--- src/uart_irq_regs.svh ---
// register offsets, field positions, reset values and timing counts of the serial interrupt block
// Operation
// - six sources can request: tx empty, tx idle, rx trigger, overrun, address, pin wake.
// - the combined request leaves the block as a one-cycle low pulse.
// - vectoring needs global enable, port enable and a non-full return stack.
// - four sources have flags; each tx source own enable, rx sources share one.
// - address detect has no flag but requests when address match is enabled.
// - with clock stopped and enables set, a falling serial pin edge requests wake.
// - flags are read-only, survive vectoring, clear only by the port's own accesses.
// - with address match on, rx-available requests only when top bit is one.
// - the top bit is the ninth with nine-bit select, else the eighth.
// - with address match off, every rx-available set requests.
// - a transmission pauses while the port clock is stopped and then resumes.
// - a reception pauses in place during idle or sleep.
// - idle or sleep leaves status, control, fifo, count, buffer and divisors alone.
// - serial data during the post-wake delay is ignored.
// - pin wake requests an interrupt only with global and port enables set.
// - the wake interrupt is held until the post-wake delay has ended.
// - the cpu-level port enable masks the combined request independently.
// - nine-bit select stores the received top bit in the ninth-bit field.
// - an overrun raises the shared receive request when the receive interrupt enable is set.
`ifndef UART_IRQ_REGS_SVH
`define UART_IRQ_REGS_SVH
// ==========================================
// register byte offsets
`define OFS_STATUS 12'h000
`define OFS_CTRL_ONE 12'h004
`define OFS_CTRL_TWO 12'h008
`define OFS_CPU_CTRL 12'h00c
`define OFS_RX_DATA 12'h010
// ==========================================
// control two fields
`define C2_TX_EMPTY_IE 0
`define C2_TX_IDLE_IE 1
`define C2_RX_IE 2
`define C2_ADDR_EN 3
`define C2_WAKE_EN 4
`define C2_NINE_BIT 5
`define C2_PORT_EN 6
`define C2_RX_EN 7
`define C2_PARITY_EN 8
// control one and cpu fields
`define C1_NINTH_BIT 0
`define CPU_GLOBAL_IE 0
`define CPU_PORT_IE 1
// status fields
`define ST_TX_EMPTY 0
`define ST_TX_IDLE 1
`define ST_RX_AVAIL 2
`define ST_OVERRUN 3
// reset values
`define RST_CTRL_TWO 9'h000
`define RST_CPU_CTRL 2'h0
// ==========================================
// timing
`define CLK_PERIOD_NS 8
`define WAKE_DELAY_NS 1024
`define WAKE_DELAY_CYC ((`WAKE_DELAY_NS + `CLK_PERIOD_NS - 1) / `CLK_PERIOD_NS)
`define RESP_OKAY 2'h0
`define RESP_SLVERR 2'h2
`endif

--- src/uart_irq_pkg.sv ---
// types shared by the serial interrupt block
package uart_irq_pkg;
	typedef enum logic [1:0] {
		WK_RUN = 2'b00,
		WK_STOPPED = 2'b01,
		WK_SETTLE = 2'b10
	} wake_state_t;
endpackage : uart_irq_pkg

--- src/pin_sync.sv ---
// two-flop synchroniser for the serial pin
`timescale 1ns/1ps
module pin_sync (
	// clock and reset
	input wire logic i_clk,
	input wire logic i_reset,
	// pin
	input wire logic i_pin,
	output logic o_pin
);
	logic meta_ff;
	logic sync_ff;

	// reset high matches an idle serial line
	always_ff @(posedge i_clk or posedge i_reset) begin
		if (i_reset) begin
			meta_ff <= 1'b1;
			sync_ff <= 1'b1;
		end else begin
			meta_ff <= i_pin;
			sync_ff <= meta_ff;
		end
	end
	assign o_pin = sync_ff;
endmodule : pin_sync

--- src/irq_pulse.sv ---
// turns a request level into a one-cycle low pulse on each rising edge
`timescale 1ns/1ps
module irq_pulse (
	// clock and reset
	input wire logic i_clk,
	input wire logic i_reset,
	// request
	input wire logic i_req,
	output logic o_pulse_n
);
	logic req_ff;
	logic pulse_n_ff;

	// one low cycle per new request
	always_ff @(posedge i_clk or posedge i_reset) begin
		if (i_reset) begin
			req_ff <= 1'b0;
			pulse_n_ff <= 1'b1;
		end else begin
			req_ff <= i_req;
			pulse_n_ff <= ~(i_req & ~req_ff);
		end
	end
	assign o_pulse_n = pulse_n_ff;
endmodule : irq_pulse

--- src/uart_irq_addr_detect_wake.sv ---
// interrupt merge, address detect and pin wake logic of the serial port
//
// The register offsets and register access over AXI4-Lite were left to the implementer.
`timescale 1ns/1ps
`include "uart_irq_regs.svh"
module uart_irq_addr_detect_wake
	import uart_irq_pkg::*;
#(
	parameter int WAKE_CYC = `WAKE_DELAY_CYC
) (
	// clock and reset
	input wire logic i_clk,
	input wire logic i_reset,
	// axi4-lite write address and data
	input wire logic [11:0] i_awaddr,
	input wire logic i_awvalid,
	output logic o_awready,
	input wire logic [31:0] i_wdata,
	input wire logic [3:0] i_wstrb,
	input wire logic i_wvalid,
	output logic o_wready,
	// axi4-lite write response
	output logic [1:0] o_bresp,
	output logic o_bvalid,
	input wire logic i_bready,
	// axi4-lite read
	input wire logic [11:0] i_araddr,
	input wire logic i_arvalid,
	output logic o_arready,
	output logic [31:0] o_rdata,
	output logic [1:0] o_rresp,
	output logic o_rvalid,
	input wire logic i_rready,
	// serial core events and status
	input wire logic i_tx_empty,
	input wire logic i_tx_idle,
	input wire logic i_rx_word_done,
	input wire logic [8:0] i_rx_word,
	input wire logic i_rx_trigger,
	input wire logic i_overrun_evt,
	input wire logic i_tx_busy,
	input wire logic i_rx_busy,
	// clock and power state
	input wire logic i_port_clock_on,
	input wire logic i_stack_full,
	// serial pin
	input wire logic i_serial_pin,
	// outputs
	output logic o_irq_pulse_n,
	output logic o_vector_req,
	output logic o_wake,
	output logic o_tx_pause,
	output logic o_rx_pause,
	output logic o_rx_accept,
	output logic o_parity_enable
);
	// ==========================================
	// register state
	logic [8:0] ctrl2_ff;
	logic [1:0] cpu_ff;
	logic ninth_bit_ff;
	logic rx_avail_ff;
	logic overrun_ff;
	logic status_seen_ff;
	logic [8:0] rx_data_ff;
	logic addr_evt_ff;
	logic rx_evt_ff;
	logic pin_s;
	logic pin_prev_ff;
	wake_state_t wk_ff;
	wake_state_t nxt_wk;
	logic [15:0] wk_cnt_ff;
	logic wake_irq_ff;

	// ==========================================
	// bus handshake state
	logic aw_ff;
	logic w_ff;
	logic [11:0] awaddr_ff;
	logic [31:0] wdata_ff;
	logic [3:0] wstrb_ff;
	logic bvalid_ff;
	logic [1:0] bresp_ff;
	logic rvalid_ff;
	logic [31:0] rdata_ff;
	logic [1:0] rresp_ff;

	// decode of a register offset
	function automatic logic mapped(input logic [11:0] a);
		mapped = (a == `OFS_STATUS) || (a == `OFS_CTRL_ONE) || (a == `OFS_CTRL_TWO) ||
			(a == `OFS_CPU_CTRL) || (a == `OFS_RX_DATA);
	endfunction : mapped

	pin_sync u_pin_sync (
		.i_clk(i_clk),
		.i_reset(i_reset),
		.i_pin(i_serial_pin),
		.o_pin(pin_s)
	);

	// ==========================================
	// named control fields
	wire tx_empty_ie = ctrl2_ff[`C2_TX_EMPTY_IE];
	wire tx_idle_ie = ctrl2_ff[`C2_TX_IDLE_IE];
	wire rx_ie = ctrl2_ff[`C2_RX_IE];
	wire addr_en = ctrl2_ff[`C2_ADDR_EN];
	wire wake_en = ctrl2_ff[`C2_WAKE_EN];
	wire nine_bit = ctrl2_ff[`C2_NINE_BIT];
	wire port_en = ctrl2_ff[`C2_PORT_EN];
	wire rx_en = ctrl2_ff[`C2_RX_EN];
	wire global_ie = cpu_ff[`CPU_GLOBAL_IE];
	wire port_ie = cpu_ff[`CPU_PORT_IE];

	// bus transfer strobes
	wire wr_go = aw_ff & w_ff & ~bvalid_ff;
	wire rd_go = i_arvalid & ~rvalid_ff;
	wire wr_ok = wr_go & mapped(awaddr_ff);
	wire wr_ctrl2 = wr_ok & (awaddr_ff == `OFS_CTRL_TWO);
	wire wr_cpu = wr_ok & (awaddr_ff == `OFS_CPU_CTRL);
	wire rd_status = rd_go & (i_araddr == `OFS_STATUS);
	wire rd_data = rd_go & (i_araddr == `OFS_RX_DATA);
	// flags clear by a status access followed by a data read
	wire flag_clear = rd_data & status_seen_ff;

	// ==========================================
	// receive qualification
	wire running = (wk_ff == WK_RUN);
	wire word_in = i_rx_word_done & running;
	wire top_bit = nine_bit ? i_rx_word[8] : i_rx_word[7];
	wire rx_qual = ~addr_en | top_bit;

	// ==========================================
	// sources merged before the cpu mask
	wire src_tx_empty = tx_empty_ie & i_tx_empty;
	wire src_tx_idle = tx_idle_ie & i_tx_idle;
	wire src_rx = rx_ie & (rx_evt_ff | overrun_ff);
	wire src_addr = addr_en & addr_evt_ff;
	wire comb_req = src_tx_empty | src_tx_idle | src_rx | src_addr | wake_irq_ff;
	wire masked_req = comb_req & global_ie & port_ie & running;

	irq_pulse u_irq_pulse (
		.i_clk(i_clk),
		.i_reset(i_reset),
		.i_req(masked_req),
		.o_pulse_n(o_irq_pulse_n)
	);

	// vector only with both enables and room on the return stack
	assign o_vector_req = masked_req & ~i_stack_full;

	// ==========================================
	// power and wake
	wire wake_arm = port_en & rx_en & wake_en & rx_ie;
	wire fall = pin_prev_ff & ~pin_s;
	assign o_tx_pause = ~i_port_clock_on & i_tx_busy;
	assign o_rx_pause = ~i_port_clock_on & i_rx_busy;
	assign o_wake = (wk_ff == WK_STOPPED) & wake_arm & fall;
	assign o_rx_accept = running;
	assign o_parity_enable = ctrl2_ff[`C2_PARITY_EN] & ~addr_en;

	// wake state choice
	always_comb begin
		nxt_wk = wk_ff;
		case (wk_ff)
			WK_RUN: begin
				if (!i_port_clock_on) begin
					nxt_wk = WK_STOPPED;
				end
			end
			WK_STOPPED: begin
				if (o_wake || i_port_clock_on) begin
					nxt_wk = WK_SETTLE;
				end
			end
			WK_SETTLE: begin
				if (wk_cnt_ff >= 16'(WAKE_CYC - 1)) begin
					nxt_wk = WK_RUN;
				end
			end
			default: begin
				nxt_wk = WK_RUN;
			end
		endcase
	end

	// wake sequencer and delay count
	always_ff @(posedge i_clk or posedge i_reset) begin
		if (i_reset) begin
			wk_ff <= WK_RUN;
			wk_cnt_ff <= 16'h0000;
			pin_prev_ff <= 1'b1;
			wake_irq_ff <= 1'b0;
		end else begin
			wk_ff <= nxt_wk;
			pin_prev_ff <= pin_s;
			wk_cnt_ff <= (wk_ff == WK_SETTLE) ? wk_cnt_ff + 16'h0001 : 16'h0000;
			if (o_wake) begin
				wake_irq_ff <= 1'b1;
			end else if (running) begin
				wake_irq_ff <= 1'b0;
			end
		end
	end

	// status flags: set wins over clear; idle keeps all state
	always_ff @(posedge i_clk or posedge i_reset) begin
		if (i_reset) begin
			rx_avail_ff <= 1'b0;
			overrun_ff <= 1'b0;
			status_seen_ff <= 1'b0;
			rx_data_ff <= 9'h000;
			ninth_bit_ff <= 1'b0;
			rx_evt_ff <= 1'b0;
			addr_evt_ff <= 1'b0;
		end else begin
			if (rd_status) begin
				status_seen_ff <= 1'b1;
			end else if (rd_data) begin
				status_seen_ff <= 1'b0;
			end
			rx_avail_ff <= word_in | (rx_avail_ff & ~flag_clear);
			overrun_ff <= (i_overrun_evt & running) | (overrun_ff & ~flag_clear);
			rx_evt_ff <= i_rx_trigger & running & rx_qual;
			addr_evt_ff <= word_in & addr_en & top_bit;
			if (word_in) begin
				rx_data_ff <= i_rx_word;
				ninth_bit_ff <= nine_bit ? i_rx_word[8] : 1'b0;
			end
		end
	end

	// control registers written by software only
	always_ff @(posedge i_clk or posedge i_reset) begin
		if (i_reset) begin
			ctrl2_ff <= `RST_CTRL_TWO;
			cpu_ff <= `RST_CPU_CTRL;
		end else begin
			if (wr_ctrl2 && wstrb_ff[0]) begin
				ctrl2_ff[7:0] <= wdata_ff[7:0];
			end
			if (wr_ctrl2 && wstrb_ff[1]) begin
				ctrl2_ff[8] <= wdata_ff[8];
			end
			if (wr_cpu && wstrb_ff[0]) begin
				cpu_ff <= wdata_ff[1:0];
			end
		end
	end

	// ==========================================
	// axi4-lite slave
	assign o_awready = ~aw_ff;
	assign o_wready = ~w_ff;
	assign o_arready = ~rvalid_ff;
	assign o_bvalid = bvalid_ff;
	assign o_bresp = bresp_ff;
	assign o_rvalid = rvalid_ff;
	assign o_rdata = rdata_ff;
	assign o_rresp = rresp_ff;

	wire [31:0] status_word = {28'h0000000, overrun_ff, rx_avail_ff, i_tx_idle, i_tx_empty};
	wire [31:0] rd_word =
		(i_araddr == `OFS_STATUS) ? status_word :
		(i_araddr == `OFS_CTRL_ONE) ? {31'h00000000, ninth_bit_ff} :
		(i_araddr == `OFS_CTRL_TWO) ? {23'h000000, ctrl2_ff} :
		(i_araddr == `OFS_CPU_CTRL) ? {30'h00000000, cpu_ff} :
		(i_araddr == `OFS_RX_DATA) ? {23'h000000, rx_data_ff} : 32'h00000000;

	// write channel capture and response
	always_ff @(posedge i_clk or posedge i_reset) begin
		if (i_reset) begin
			aw_ff <= 1'b0;
			w_ff <= 1'b0;
			awaddr_ff <= 12'h000;
			wdata_ff <= 32'h00000000;
			wstrb_ff <= 4'h0;
			bvalid_ff <= 1'b0;
			bresp_ff <= `RESP_OKAY;
		end else begin
			if (i_awvalid && !aw_ff) begin
				aw_ff <= 1'b1;
				awaddr_ff <= i_awaddr;
			end
			if (i_wvalid && !w_ff) begin
				w_ff <= 1'b1;
				wdata_ff <= i_wdata;
				wstrb_ff <= i_wstrb;
			end
			if (wr_go) begin
				aw_ff <= 1'b0;
				w_ff <= 1'b0;
				bvalid_ff <= 1'b1;
				bresp_ff <= mapped(awaddr_ff) ? `RESP_OKAY : `RESP_SLVERR;
			end else if (bvalid_ff && i_bready) begin
				bvalid_ff <= 1'b0;
			end
		end
	end

	// read channel
	always_ff @(posedge i_clk or posedge i_reset) begin
		if (i_reset) begin
			rvalid_ff <= 1'b0;
			rdata_ff <= 32'h00000000;
			rresp_ff <= `RESP_OKAY;
		end else begin
			if (rd_go) begin
				rvalid_ff <= 1'b1;
				rdata_ff <= rd_word;
				rresp_ff <= mapped(i_araddr) ? `RESP_OKAY : `RESP_SLVERR;
			end else if (rvalid_ff && i_rready) begin
				rvalid_ff <= 1'b0;
			end
		end
	end

	// ==========================================
	// checks
	AST_PULSE_ONE: assert property (@(posedge i_clk) disable iff (i_reset)
		!o_irq_pulse_n |=> o_irq_pulse_n)
		else $error("interrupt pulse longer than one cycle");
	AST_PULSE_CAUSE: assert property (@(posedge i_clk) disable iff (i_reset)
		$rose(masked_req) |=> !o_irq_pulse_n)
		else $error("request rise gave no pulse");
	AST_VECTOR: assert property (@(posedge i_clk) disable iff (i_reset)
		o_vector_req |-> global_ie && port_ie && !i_stack_full)
		else $error("vector without enables");
	AST_ADDR_QUAL: assert property (@(posedge i_clk) disable iff (i_reset)
		(i_rx_trigger && running && addr_en && !top_bit) |=> !rx_evt_ff)
		else $error("data word passed address filter");
	AST_NOADDR: assert property (@(posedge i_clk) disable iff (i_reset)
		(i_rx_trigger && running && !addr_en) |=> rx_evt_ff)
		else $error("rx event lost without address mode");
	AST_OVERRUN: assert property (@(posedge i_clk) disable iff (i_reset)
		(i_overrun_evt && running && rx_ie) |=> comb_req)
		else $error("overrun raised no request");
	AST_FLAG_HOLD: assert property (@(posedge i_clk) disable iff (i_reset)
		(rx_avail_ff && !flag_clear) |=> rx_avail_ff)
		else $error("flag cleared without access");
	AST_WAKE_HOLD: assert property (@(posedge i_clk) disable iff (i_reset)
		o_wake |=> !masked_req [*2])
		else $error("wake request before delay");
	AST_IGNORE: assert property (@(posedge i_clk) disable iff (i_reset)
		(i_rx_word_done && !running && !rx_avail_ff) |=> !rx_avail_ff)
		else $error("data taken during wake delay");
	AST_NINTH: assert property (@(posedge i_clk) disable iff (i_reset)
		(word_in && nine_bit) |=> ninth_bit_ff == $past(i_rx_word[8]))
		else $error("ninth bit not stored");
endmodule : uart_irq_addr_detect_wake

--- config.mk ---
export PLATFORM = sky130hd
export DESIGN_NAME = uart_irq_addr_detect_wake
export DESIGN_NICKNAME = d
export VERILOG_FILES = /design/src/uart_irq_pkg.sv /design/src/pin_sync.sv /design/src/irq_pulse.sv /design/src/uart_irq_addr_detect_wake.sv
export VERILOG_INCLUDE_DIRS = /design/src
export SDC_FILE = /design/constraint.sdc
export NUM_CORES = 1
export LEC_CHECK = 0
export ABC_AREA = 1
export BUFFER_PORTS_ARGS = -buffer_cell sky130_fd_sc_hd__buf_2
export CAP_MARGIN = 20
export CORE_MARGIN = 2
export CORE_UTILIZATION = 47
export DETAILED_ROUTE_END_ITERATION = 7
export GPL_ROUTABILITY_DRIVEN = 0
export PLACE_DENSITY = 0.73
export SLEW_MARGIN = 20
export SYNTH_ARGS = -nofsm -noshare
export SYNTH_HDL_FRONTEND = slang
export SYNTH_HIERARCHICAL = 1
export SYNTH_SLANG_ARGS = --single-unit
export TNS_END_PERCENT = 5
--- constraint.sdc ---
create_clock -name i_clk -period 6.6 [get_ports i_clk]
set_input_delay 0 -clock i_clk [delete_from_list [all_inputs] [get_ports i_clk]]
set_output_delay 0 -clock i_clk [all_outputs]
set_load 0.03 [all_outputs]
[Yosys cells after proc, flatten, opt, wreduce, memory -nomap -nowiden]
Index checks and enable logic that the tools add are counted.
Operators by class
  add/subtract/negate cells: 1
  multipliers: 0
  divide/modulo/power cells: 0
  $lt $le $gt $ge: 1
  equal/unequal tests: 13
  shift operators: 0
  multiplexer cells: 26
  bitwise gates (word level): 54
  reductions and logical operators: 28
Operator list (number)
  equality test 12 x 4 -> 1 bit, second input constant: 4
  two-way mux 9 bit: 5
  bitwise AND 1 bit: 35
  equality test 12 x 3 -> 1 bit, second input constant: 2
  equality test 12 x 5 -> 1 bit, second input constant: 2
  logical NOT 12 bit: 2
  adder 16 x 1 -> 16 bit, second input constant: 1
  >= comparator 16 x 7 -> 1 bit, second input constant: 1
  two-way mux 16 bit: 1
  two-way mux 1 bit: 14
  nonzero test 2 bit: 6
  inverter 1 bit: 11
  two-way mux 2 bit: 5
  logical OR 1 bit: 9
  OR 1 bit: 8
  logical AND 1 bit: 7
  case mux 2 bit (3 select lines): 1
  != test 2 bit, second input constant: 2
  AND reduction 3 bit: 1
  equality test 2 x 1 -> 1 bit, second input constant: 1
  equality test 2 bit, second input constant: 1
  logical NOT 1 bit: 2
  logical NOT 2 bit: 1
  != test 2 x 1 -> 1 bit, second input constant: 1
Storage, ports and cells
  bits in registers: 113
  latch bits: 0
  RAM bits: 0
  ROM bits: 0
  bits of input ports: 86
  output and inout port bits: 48
  logic and storage cells: 151
  memories kept: 0

[Depth between registers and ports, before layout]
Gate-level depths: netlist of run 1.
  word-level depth: 10
  depth in mapped cells: 9
  mapped depth without buffers: 9

[Cells and area by module]
The synthesis of run 1 kept the hierarchy.
Modules (own cells, without submodules)
  uart_irq_addr_detect_wake: times used 1, cells each 491, area each 4120.2 um2, sequential area each 2103.3 um2
  irq_pulse: times used 1, cells each 5, area each 62.6 um2, sequential area each 51.3 um2
  pin_sync: times used 1, cells each 3, area each 56.3 um2, sequential area each 52.6 um2

[Worst setup path after synthesis of run 1]
Ideal clock, no wire load.
  path type: register to register
  start: register rvalid_ff (netlist: o_rvalid)
  end: register rdata_ff[0] (netlist: o_rdata[0])
  library setup time: 0.065 ns
  data arrival time: 1.409 ns
  data required time: 6.535 ns
  setup slack: 5.126 ns
  cell stages (with the launch flop): 8
  path buffers: 0
  clock period less this slack: 1.474 ns
  path through: dfrtp_1 -> inv_1 -> nand2_1 -> inv_1 -> nand4_1 -> o21ai_0 -> inv_1 -> nand2_1
On the way
  word-level cells in the longest chain between the ends: 2
RTL lines
  start: declaration: RTL line uart_irq_addr_detect_wake.sv:84  | logic rvalid_ff;
  start signal: assignment: RTL line uart_irq_addr_detect_wake.sv:303  | rvalid_ff <= 1'b0;
  start signal: assignment: RTL line uart_irq_addr_detect_wake.sv:308  | rvalid_ff <= 1'b1;
  start signal: assignment: RTL line uart_irq_addr_detect_wake.sv:312  | rvalid_ff <= 1'b0;
  inverter 1 bit
  named net o_arready: RTL line uart_irq_addr_detect_wake.sv:29  | output logic o_arready,
  bitwise AND 1 bit: RTL line uart_irq_addr_detect_wake.sv:116  | wire rd_go = i_arvalid & ~rvalid_ff;
  end signal: assignment: RTL line uart_irq_addr_detect_wake.sv:309  | rdata_ff <= rd_word;
  end: declaration: RTL line uart_irq_addr_detect_wake.sv:85  | logic [31:0] rdata_ff;
The timed path passes the listed nets, and every way through them passes these cells.
A chain may end at the register's enable or synchronous reset.

[Worst setup path in the final report of run 1]
  start: register bvalid_ff (netlist: o_bvalid)
  end: register ctrl2_ff[6]
On the way
  word-level cells in the longest chain between the ends: 5
RTL lines
  start: declaration: RTL line uart_irq_addr_detect_wake.sv:82  | logic bvalid_ff;
  start signal: assignment: RTL line uart_irq_addr_detect_wake.sv:277  | bvalid_ff <= 1'b0;
  start signal: assignment: RTL line uart_irq_addr_detect_wake.sv:292  | bvalid_ff <= 1'b1;
  start signal: assignment: RTL line uart_irq_addr_detect_wake.sv:295  | bvalid_ff <= 1'b0;
  inverter 1 bit: RTL line uart_irq_addr_detect_wake.sv:115  | wire wr_go = aw_ff & w_ff & ~bvalid_ff;
  bitwise AND 1 bit: RTL line uart_irq_addr_detect_wake.sv:115
  bitwise AND 1 bit: RTL line uart_irq_addr_detect_wake.sv:117  | wire wr_ok = wr_go & mapped(awaddr_ff);
  bitwise AND 1 bit: RTL line uart_irq_addr_detect_wake.sv:118  | wire wr_ctrl2 = wr_ok & (awaddr_ff == `OFS_CTRL_TWO);
  logical AND 1 bit: RTL line uart_irq_addr_detect_wake.sv:238  | if (wr_ctrl2 && wstrb_ff[0]) begin
  end signal: assignment: RTL line uart_irq_addr_detect_wake.sv:235  | ctrl2_ff <= `RST_CTRL_TWO;
  end signal: assignment: RTL line uart_irq_addr_detect_wake.sv:239  | ctrl2_ff[7:0] <= wdata_ff[7:0];
  end: declaration: RTL line uart_irq_addr_detect_wake.sv:59  | logic [8:0] ctrl2_ff;
No other way between the ends.

==> results of run 1 <==
==> report_power, final <==
group | switching [mW] | leakage [nW] | total, mW | internal, mW
sequential | 0.0540 | 1.09 | 0.712 | 0.658
clock | 0.194 | 0.0851 | 0.371 | 0.176
combinational | 0.254 | 1.55 | 0.388 | 0.134
==> state kept, by name, summed over array words and instances (netlist names), 2 cells and up <==
signal      cells
ctrl2_ff        9
awaddr_ff      12
o_rdata         9
wdata_ff        9
rx_data_ff      9
wk_ff           2
wstrb_ff        2
cpu_ff          2
wk_cnt_ff      16
==> worst min-delay path: stages <==
cell	delay [ns]
sky130_fd_sc_hd__buf_2	0.10
sky130_fd_sc_hd__inv_1	0.07
sky130_fd_sc_hd__o21ai_0	0.08
sky130_fd_sc_hd__inv_1	0.05
sky130_fd_sc_hd__nand2_1	0.04
==> metrics by stage <==
step	util	hold slack (ns)
6_report	0.604	0.0325
5_1_grt	0.604	0.0371
4_1_cts	0.604	0.00255
3_5_place_dp	0.534	-0.118
3_3_place_gp	0.534	-0.122
2_1_floorplan	-	-0.260
==> cells by family after synthesis <==
kind of cell             after synthesis
AND/OR/NAND/NOR                      215
flip-flops                            88
buffers and inverters                110
multiplexers                           9
AO/OA/AOI/OAI                         70
other                                  1
adder cells (fa/ha/maj)                1
XOR/XNOR                               5
==> per-layer routing <==
| layer | part of all wire | track usage |
|---|---|---|
| met2 | 0.48 | 0.323 |
| met3 | 0.061 | 0.0475 |
| met4 | 0.0084 | 0.0474 |
| met1 | 0.45 | 0.252 |
| met5 | 0 | 0 |
==> layout make-up <==
class                           count  area share
Inverter                           77      0.0551
Sequential cell                    88       0.419
Timing Repair Buffer              125       0.159
Clock inverter                      6      0.0131
Clock buffer                       10      0.0242
Multi-Input combinational cell    325       0.305
Tap cell                          108      0.0256
==> what timing repair did <==
| item | CTS | global route |
|---|---|---|
| resized for setup | 0 | 0 |
| setup endpoints to repair | 0 | 0 |
| hold buffers | 41 | 0 |
| endpoints found under the hold margin | 44 | 0 |
==> layout by cell type (no fill, tap or decap), drive strengths merged <==
cell type,synthesis,final
dfstp,4,4
o31ai,1,1
dlygate4sd3,0,41
ha,1,1
o22ai,1,1
o21ai,33,33
bufinv,0,1
nand3b,1,1
o211ai,1,1
or2,2,2
conb,1,25
a21oi,29,29
a21boi,1,1
mux2,9,9
nor4,1,1
and2,1,1
clkinvlp,0,4
and3,1,1
nor2,66,66
dfrtp,84,84
nand4,10,10
a21o,1,1
buf,28,84
clkinv,0,1
inv,77,77
xnor2,1,1
nand2,91,91
nor3,18,18
o21a,1,1
a31oi,1,1
o2111ai,1,1
clkbuf,5,10
xor2,4,4
nand3,24,24
==> worst paths after layout <==
kind,cells past startpoint,slack (ns),endpoint
setup / recovery,6,4.89,ctrl2_ff[6]
hold / removal,5,0.03,o_rdata[1]
setup reg to reg,6,4.89,ctrl2_ff[6]
hold reg to reg,0,0.36,u_pin_sync/o_pin
max in group asynchronous,4,5.68,o_rdata[3]
min in group asynchronous,3,0.06,u_irq_pulse/req_ff
==> summary.txt, run 1 <==
Final layout
  – Share of layout cells above drive strength 1: 0.217
  – Area of all sequential standard cells: 0.00221 mm^2
  – Count of fill cells added during filler insertion: 782
  – Combined area of the multi-input logic cells: 0.00161 mm^2
  – Final cell count without fillers: 739
  – Growth of design area from synthesis to finish: 24.4%
  – Diode insertion count for antenna repair: 0
  – Final nets: 713
  – Final Cell Area: 0.00527 mm^2

Critical path
  – Worst reg2reg startpoint: o_bvalid
  – Arrival @ worst endpoint: between 1.5 and 2 ns
  – First element of the critical path: o_bvalid
  – CP Launch Type: flip-flop
  – Maximum fanout encountered on the critical timing path: 16
  – Worst Path Class, Setup: reg -> reg
  – Cell breakdown of the critical path: inv_1 -> nand3_1 -> a21oi_1 -> nand4_2 -> nand2_1 -> o21ai_2
  – Data required time at the worst endpoint: around 6.8 ns
  – Cell family with most CP delay: simple AND/OR/NAND/NOR gates
  – Delay of the slowest cell on the worst path: 0.48 ns
  – Number of buffers and inverters on the critical path: 1
  – Critical-path top delay cell: sky130_fd_sc_hd__nand4_2
  – Setup crit end kind: flip-flop

Yosys
  – Area of the mapped netlist: 0.00424 mm^2
  – Compound-Gate Fraction of Synth Area: 0.0942
  – Synth Instances: 499
  – Portion of netlist area occupied by mux cells: 0.0239
  – Count of different cell masters after synthesis: 41
  – Largest cells by area after synthesis: sky130_fd_sc_hd__dfrtp_1 50%, sky130_fd_sc_hd__nand2_1 7.7%, sky130_fd_sc_hd__inv_1 6.6%
  – Biggest area consumer among synthesized cells: sky130_fd_sc_hd__dfrtp_1
  – Share of the synthesized netlist area taken by xor and xnor gates: 0.0103
  – Number of flops mapped to enable cells by yosys: 0
  – Share of Yosys cell area claimed by the top area cell type: 0.496
  – Synth Register Bits: 88
  – Top-count cell post-synth: sky130_fd_sc_hd__nand2_1
  – Area fraction in and, or, nand and nor cells after synthesis: 0.225
  – Synthesized area divided by synthesized cell count: 8.50 um^2
  – Synth Area in Adders: 0.00295
  – Warning count from the yosys run: 6
  – Leading cell types by count after synthesis: 87 x sky130_fd_sc_hd__nand2_1, 84 x sky130_fd_sc_hd__dfrtp_1, 75 x sky130_fd_sc_hd__inv_1
  – Combinational family with the most area after synthesis: simple AND/OR/NAND/NOR gates
  – Sequential element share of the synthesized area: 0.521
  – Synth async-reset ratio: 1.00
  – Ys flop type: sky130_fd_sc_hd__dfrtp_1

Min path
  – Type of the worst min-delay path: in -> reg
  – Hold Crit Start: i_tx_idle

CTS
  – Clock tree root driver cell: sky130_fd_sc_hd__clkbuf_8
  – Number of H-tree levels: 3
  – Clock latency on the worst-skew pair: around 0.35 ns
  – TritonCTS clock tree: built
  – Clock edge transition at the registers on the reported setup and hold paths: approximately 0.08 ns
  – Clock Sink Count: 88
  – Setup Buffers After CTS: 0
  – CTS Buffer Depth: 2
  – Number of buffers created by CTS: 9

Status
  – Outcome: completed

Placed design
  – Number of buffers added on ports: 83
  – Placed Area: 0.00466 mm^2
  – Worst-case setup slack after placement: 4.86 ns
  – Cell count after placement: 682
  – Post-DP HPWL: 6.36 mm

Timing
  – Setup repair after global routing missed its margin: no
  – # setup viols final: 0
  – Headroom to the max-slew limit: 0.500
  – Total Negative Setup Slacks: 0 ns
  – Final critical-path required period: 1.71 ns
  – Final Cycle Share: 0.260
  – Hold violation total from the final report: 0
  – Post-layout worst setup margin: a little under 5 ns
  – Count of pins over their slew limit: 0
  – Worst-margin pin slew: between 0.7 and 0.8 ns
  – Highest attainable clock frequency: approximately 0.6 GHz
  – Clk_skew: 0.00953 ns

GRT
  – Pin count of the biggest net entering global routing: 85
  – Number of antenna violations at the first check in global routing: 0
  – GRT Util Overall: 0.192
  – Vias in the first global route: 3472
  – Wire length of the first global-routing pass: 15.2 mm
  – Grt total ovfl: 0

Floorplanning
  – Die outline area: 0.00980 mm^2
  – Placeable core area: 0.00872 mm^2
  – Row Count: 34
  – Chip width: 99.0 um
  – Height of the die: 99.0 um
  – I/O pin count: roughly 130
  – Initial cell density of the core: 0.486

Detailed routing
  – Pre-antenna DRT Iters: 4
  – WL/cell: 12.2 um
  – Detailed-route wire length: 9.04 mm
  – Vias post-DR: 3528
  – Number of vias per cell: 4.77
  – Antenna violation net count after detailed routing: 0
  – Iteration-0 DRC Markers: around 110
  – Number of DRC violations after detailed routing: 0

Pwr
  – Static leakage power: 2.73 nW
  – Pwr Total: 1.47 mW
  – Power density normalized to cell area: 279 mW/mm^2
  – IR Drop Worst-Case VDD: roughly 0.00021 V

Job
  – Max capacitance violation total: 0
No activity file was read; power rests on OpenSTA's default activity.
==> run 2, diff against run 1 <==
Clock period 6.6 ns to 1.6 ns, I/O delays scaled along.
==> summary.txt, run 2 (synthesis results as in run 1) <==
Timing
  – Setup repair after global routing missed its margin: yes
  – Headroom to the max-slew limit: 0.563
  – Clk_skew: 0.0102 ns
  – Highest attainable clock frequency: 0.645 GHz
  – Final critical-path required period: 1.55 ns
  – Worst-margin pin slew: ~0.65 ns
  – Final Cycle Share: 0.968
  – # setup viols final: 0
  – Hold violation total from the final report: 0
  – Count of pins over their slew limit: 0

Floorplanning
  – Height of the die: 99.0 um
  – Chip width: 99.0 um
  – I/O pin count: around 130
  – Placeable core area: 0.00872 mm^2
  – Die outline area: approximately 0.0098 mm^2
  – Initial cell density of the core: 0.486
  – Row Count: 34

Critical path
  – Setup crit end kind: output pin
  – Data required time at the worst endpoint: 1.60 ns
  – Arrival @ worst endpoint: 1.55 ns
  – Worst Path Class, Setup: reg -> out
  – Maximum fanout encountered on the critical timing path: 5
  – CP Launch Type: flip-flop

Final layout
  – Share of layout cells above drive strength 1: 0.234
  – Final cell count without fillers: 748
  – Growth of design area from synthesis to finish: 27.7%
  – Diode insertion count for antenna repair: 0
  – Combined area of the multi-input logic cells: 0.00162 mm^2
  – Area of all sequential standard cells: 0.00221 mm^2
  – Flip-flop count of the largest register after layout: 16
  – Fraction of the core area covered by cells at the end of the flow: 0.621
  – Largest Register: wk_cnt_ff
  – Top Registers: wk_cnt_ff x16, awaddr_ff x12
  – Most used cells in the layout excluding fill and tap cells: 87 x sky130_fd_sc_hd__nand2_1, 83 x sky130_fd_sc_hd__dfrtp_1, 81 x sky130_fd_sc_hd__buf_2
  – Count of fill cells added during filler insertion: 752
  – Most common cell after layout, fill and taps aside: sky130_fd_sc_hd__nand2_1
  – Final nets: ~720

GRT
  – Number of antenna violations at the first check in global routing: 0
  – GRT Util Overall: 0.195
  – Vias in the first global route: between 3000 and 4000
  – Pin count of the biggest net entering global routing: 30
  – Grt total ovfl: 0
  – Wire length of the first global-routing pass: ~15 mm

Job
  – Max capacitance violation total: 0

CTS
  – Clock Sink Count: 88
  – Clock edge transition at the registers on the reported setup and hold paths: 0.09 ns
  – TritonCTS clock tree: built
  – CTS Buffer Depth: 2
  – Number of H-tree levels: 3
  – Clock latency on the worst-skew pair: ~0.35 ns
  – Number of buffers created by CTS: 9
  – Clock tree root driver cell: sky130_fd_sc_hd__clkbuf_8

Placed design
  – Cell count after placement: 689
  – Number of buffers added on ports: 83
  – Post-DP HPWL: 6.58 mm

Detailed routing
  – Number of DRC violations after detailed routing: 0
  – Number of vias per cell: about 4.8
  – WL/cell: 12.3 um
  – Detailed-route wire length: roughly 9 mm
  – Pre-antenna DRT Iters: 4
  – Vias post-DR: 3580
  – Antenna violation net count after detailed routing: 0
  – Iteration-0 DRC Markers: 184

Pwr
  – IR Drop Worst-Case VDD: ~0.0006 V
  – Static leakage power: around 2.8 nW
  – Power density normalized to cell area: 1180 mW/mm^2

Min path
  – Type of the worst min-delay path: in -> reg

Status
  – Outcome: completed
run 2: timing repair:
action,CTS,global route
hold buffers,41,0
hold endpoints to repair,69,0
resized for setup,2,5
gates cloned,0,0
setup buffers,0,2
endpoints found under the setup margin,2,4
run 2: area by class of cell:
class	instances	area share
clock inverter	6	0.0169
timing repair buffer	134	0.172
sequential	88	0.408
inverter	77	0.0541
multi-input combinational	325	0.299
clock buffer	10	0.0254
tap	108	0.0250
run 2: stage by stage:
step / hold WS (ns) / setup TNS [ns] / power (mW) / setup WS, ns / instance area (um^2)
CTS: 0.00591 / 0 / 6.39 / 0.00975 / 5380
floorplan: -0.260 / 0 / 4.15 / 0.126 / 4330
global placement: -0.112 / 0 / 4.52 / 0.137 / 4740
finish: 0.0137 / 0 / 6.38 / 0.0507 / 5410
global route: 0.0433 / -0.0214 / 6.82 / -0.0203 / 5410
detailed placement: -0.105 / 0 / 4.59 / 0.0954 / 4740
run 2: worst paths after layout:
| check | start | to | slack [ns] | depth (start not counted) |
|---|---|---|---|---|
| max | wk_ff[0] | o_vector_req | 0.05 | 5 |
| min | i_tx_empty | o_rdata[0] | 0.01 | 5 |
| max reg2reg | wk_cnt_ff[0] | wk_cnt_ff[10] | 0.14 | 8 |
| min reg2reg | u_pin_sync/meta_ff | u_pin_sync/o_pin | 0.37 | 0 |
| max in group asynchronous | i_reset | wk_ff[0] | 0.73 | 4 |
| min in group asynchronous | i_reset | u_irq_pulse/req_ff | 0.09 | 3 |
run 2: critical path: stages (launching register included):
cell and delay, ns:
sky130_fd_sc_hd__dfrtp_2 0.45, sky130_fd_sc_hd__nor2_2 0.12, sky130_fd_sc_hd__buf_4 0.15, sky130_fd_sc_hd__nand4_1 0.16, sky130_fd_sc_hd__nor2_1 0.14, sky130_fd_sc_hd__buf_4 0.17
run 2: metal layers:
metal,global-route usage,wire (um),vias to the layer above,part of all wire
met2,0.326,4420,103,0.48
li1,-,-,1800,-
met3,0.0305,406,15,0.044
met5,0,0,-,0
met4,0.0695,151,0,0.016
met1,0.259,4220,1662,0.46
run 2: where the power goes:
group | internal [mW] | switching [mW] | total, mW
combinational | 0.642 | 1.07 | 1.72
sequential | 2.72 | 0.226 | 2.94
clock | 0.931 | 0.794 | 1.72
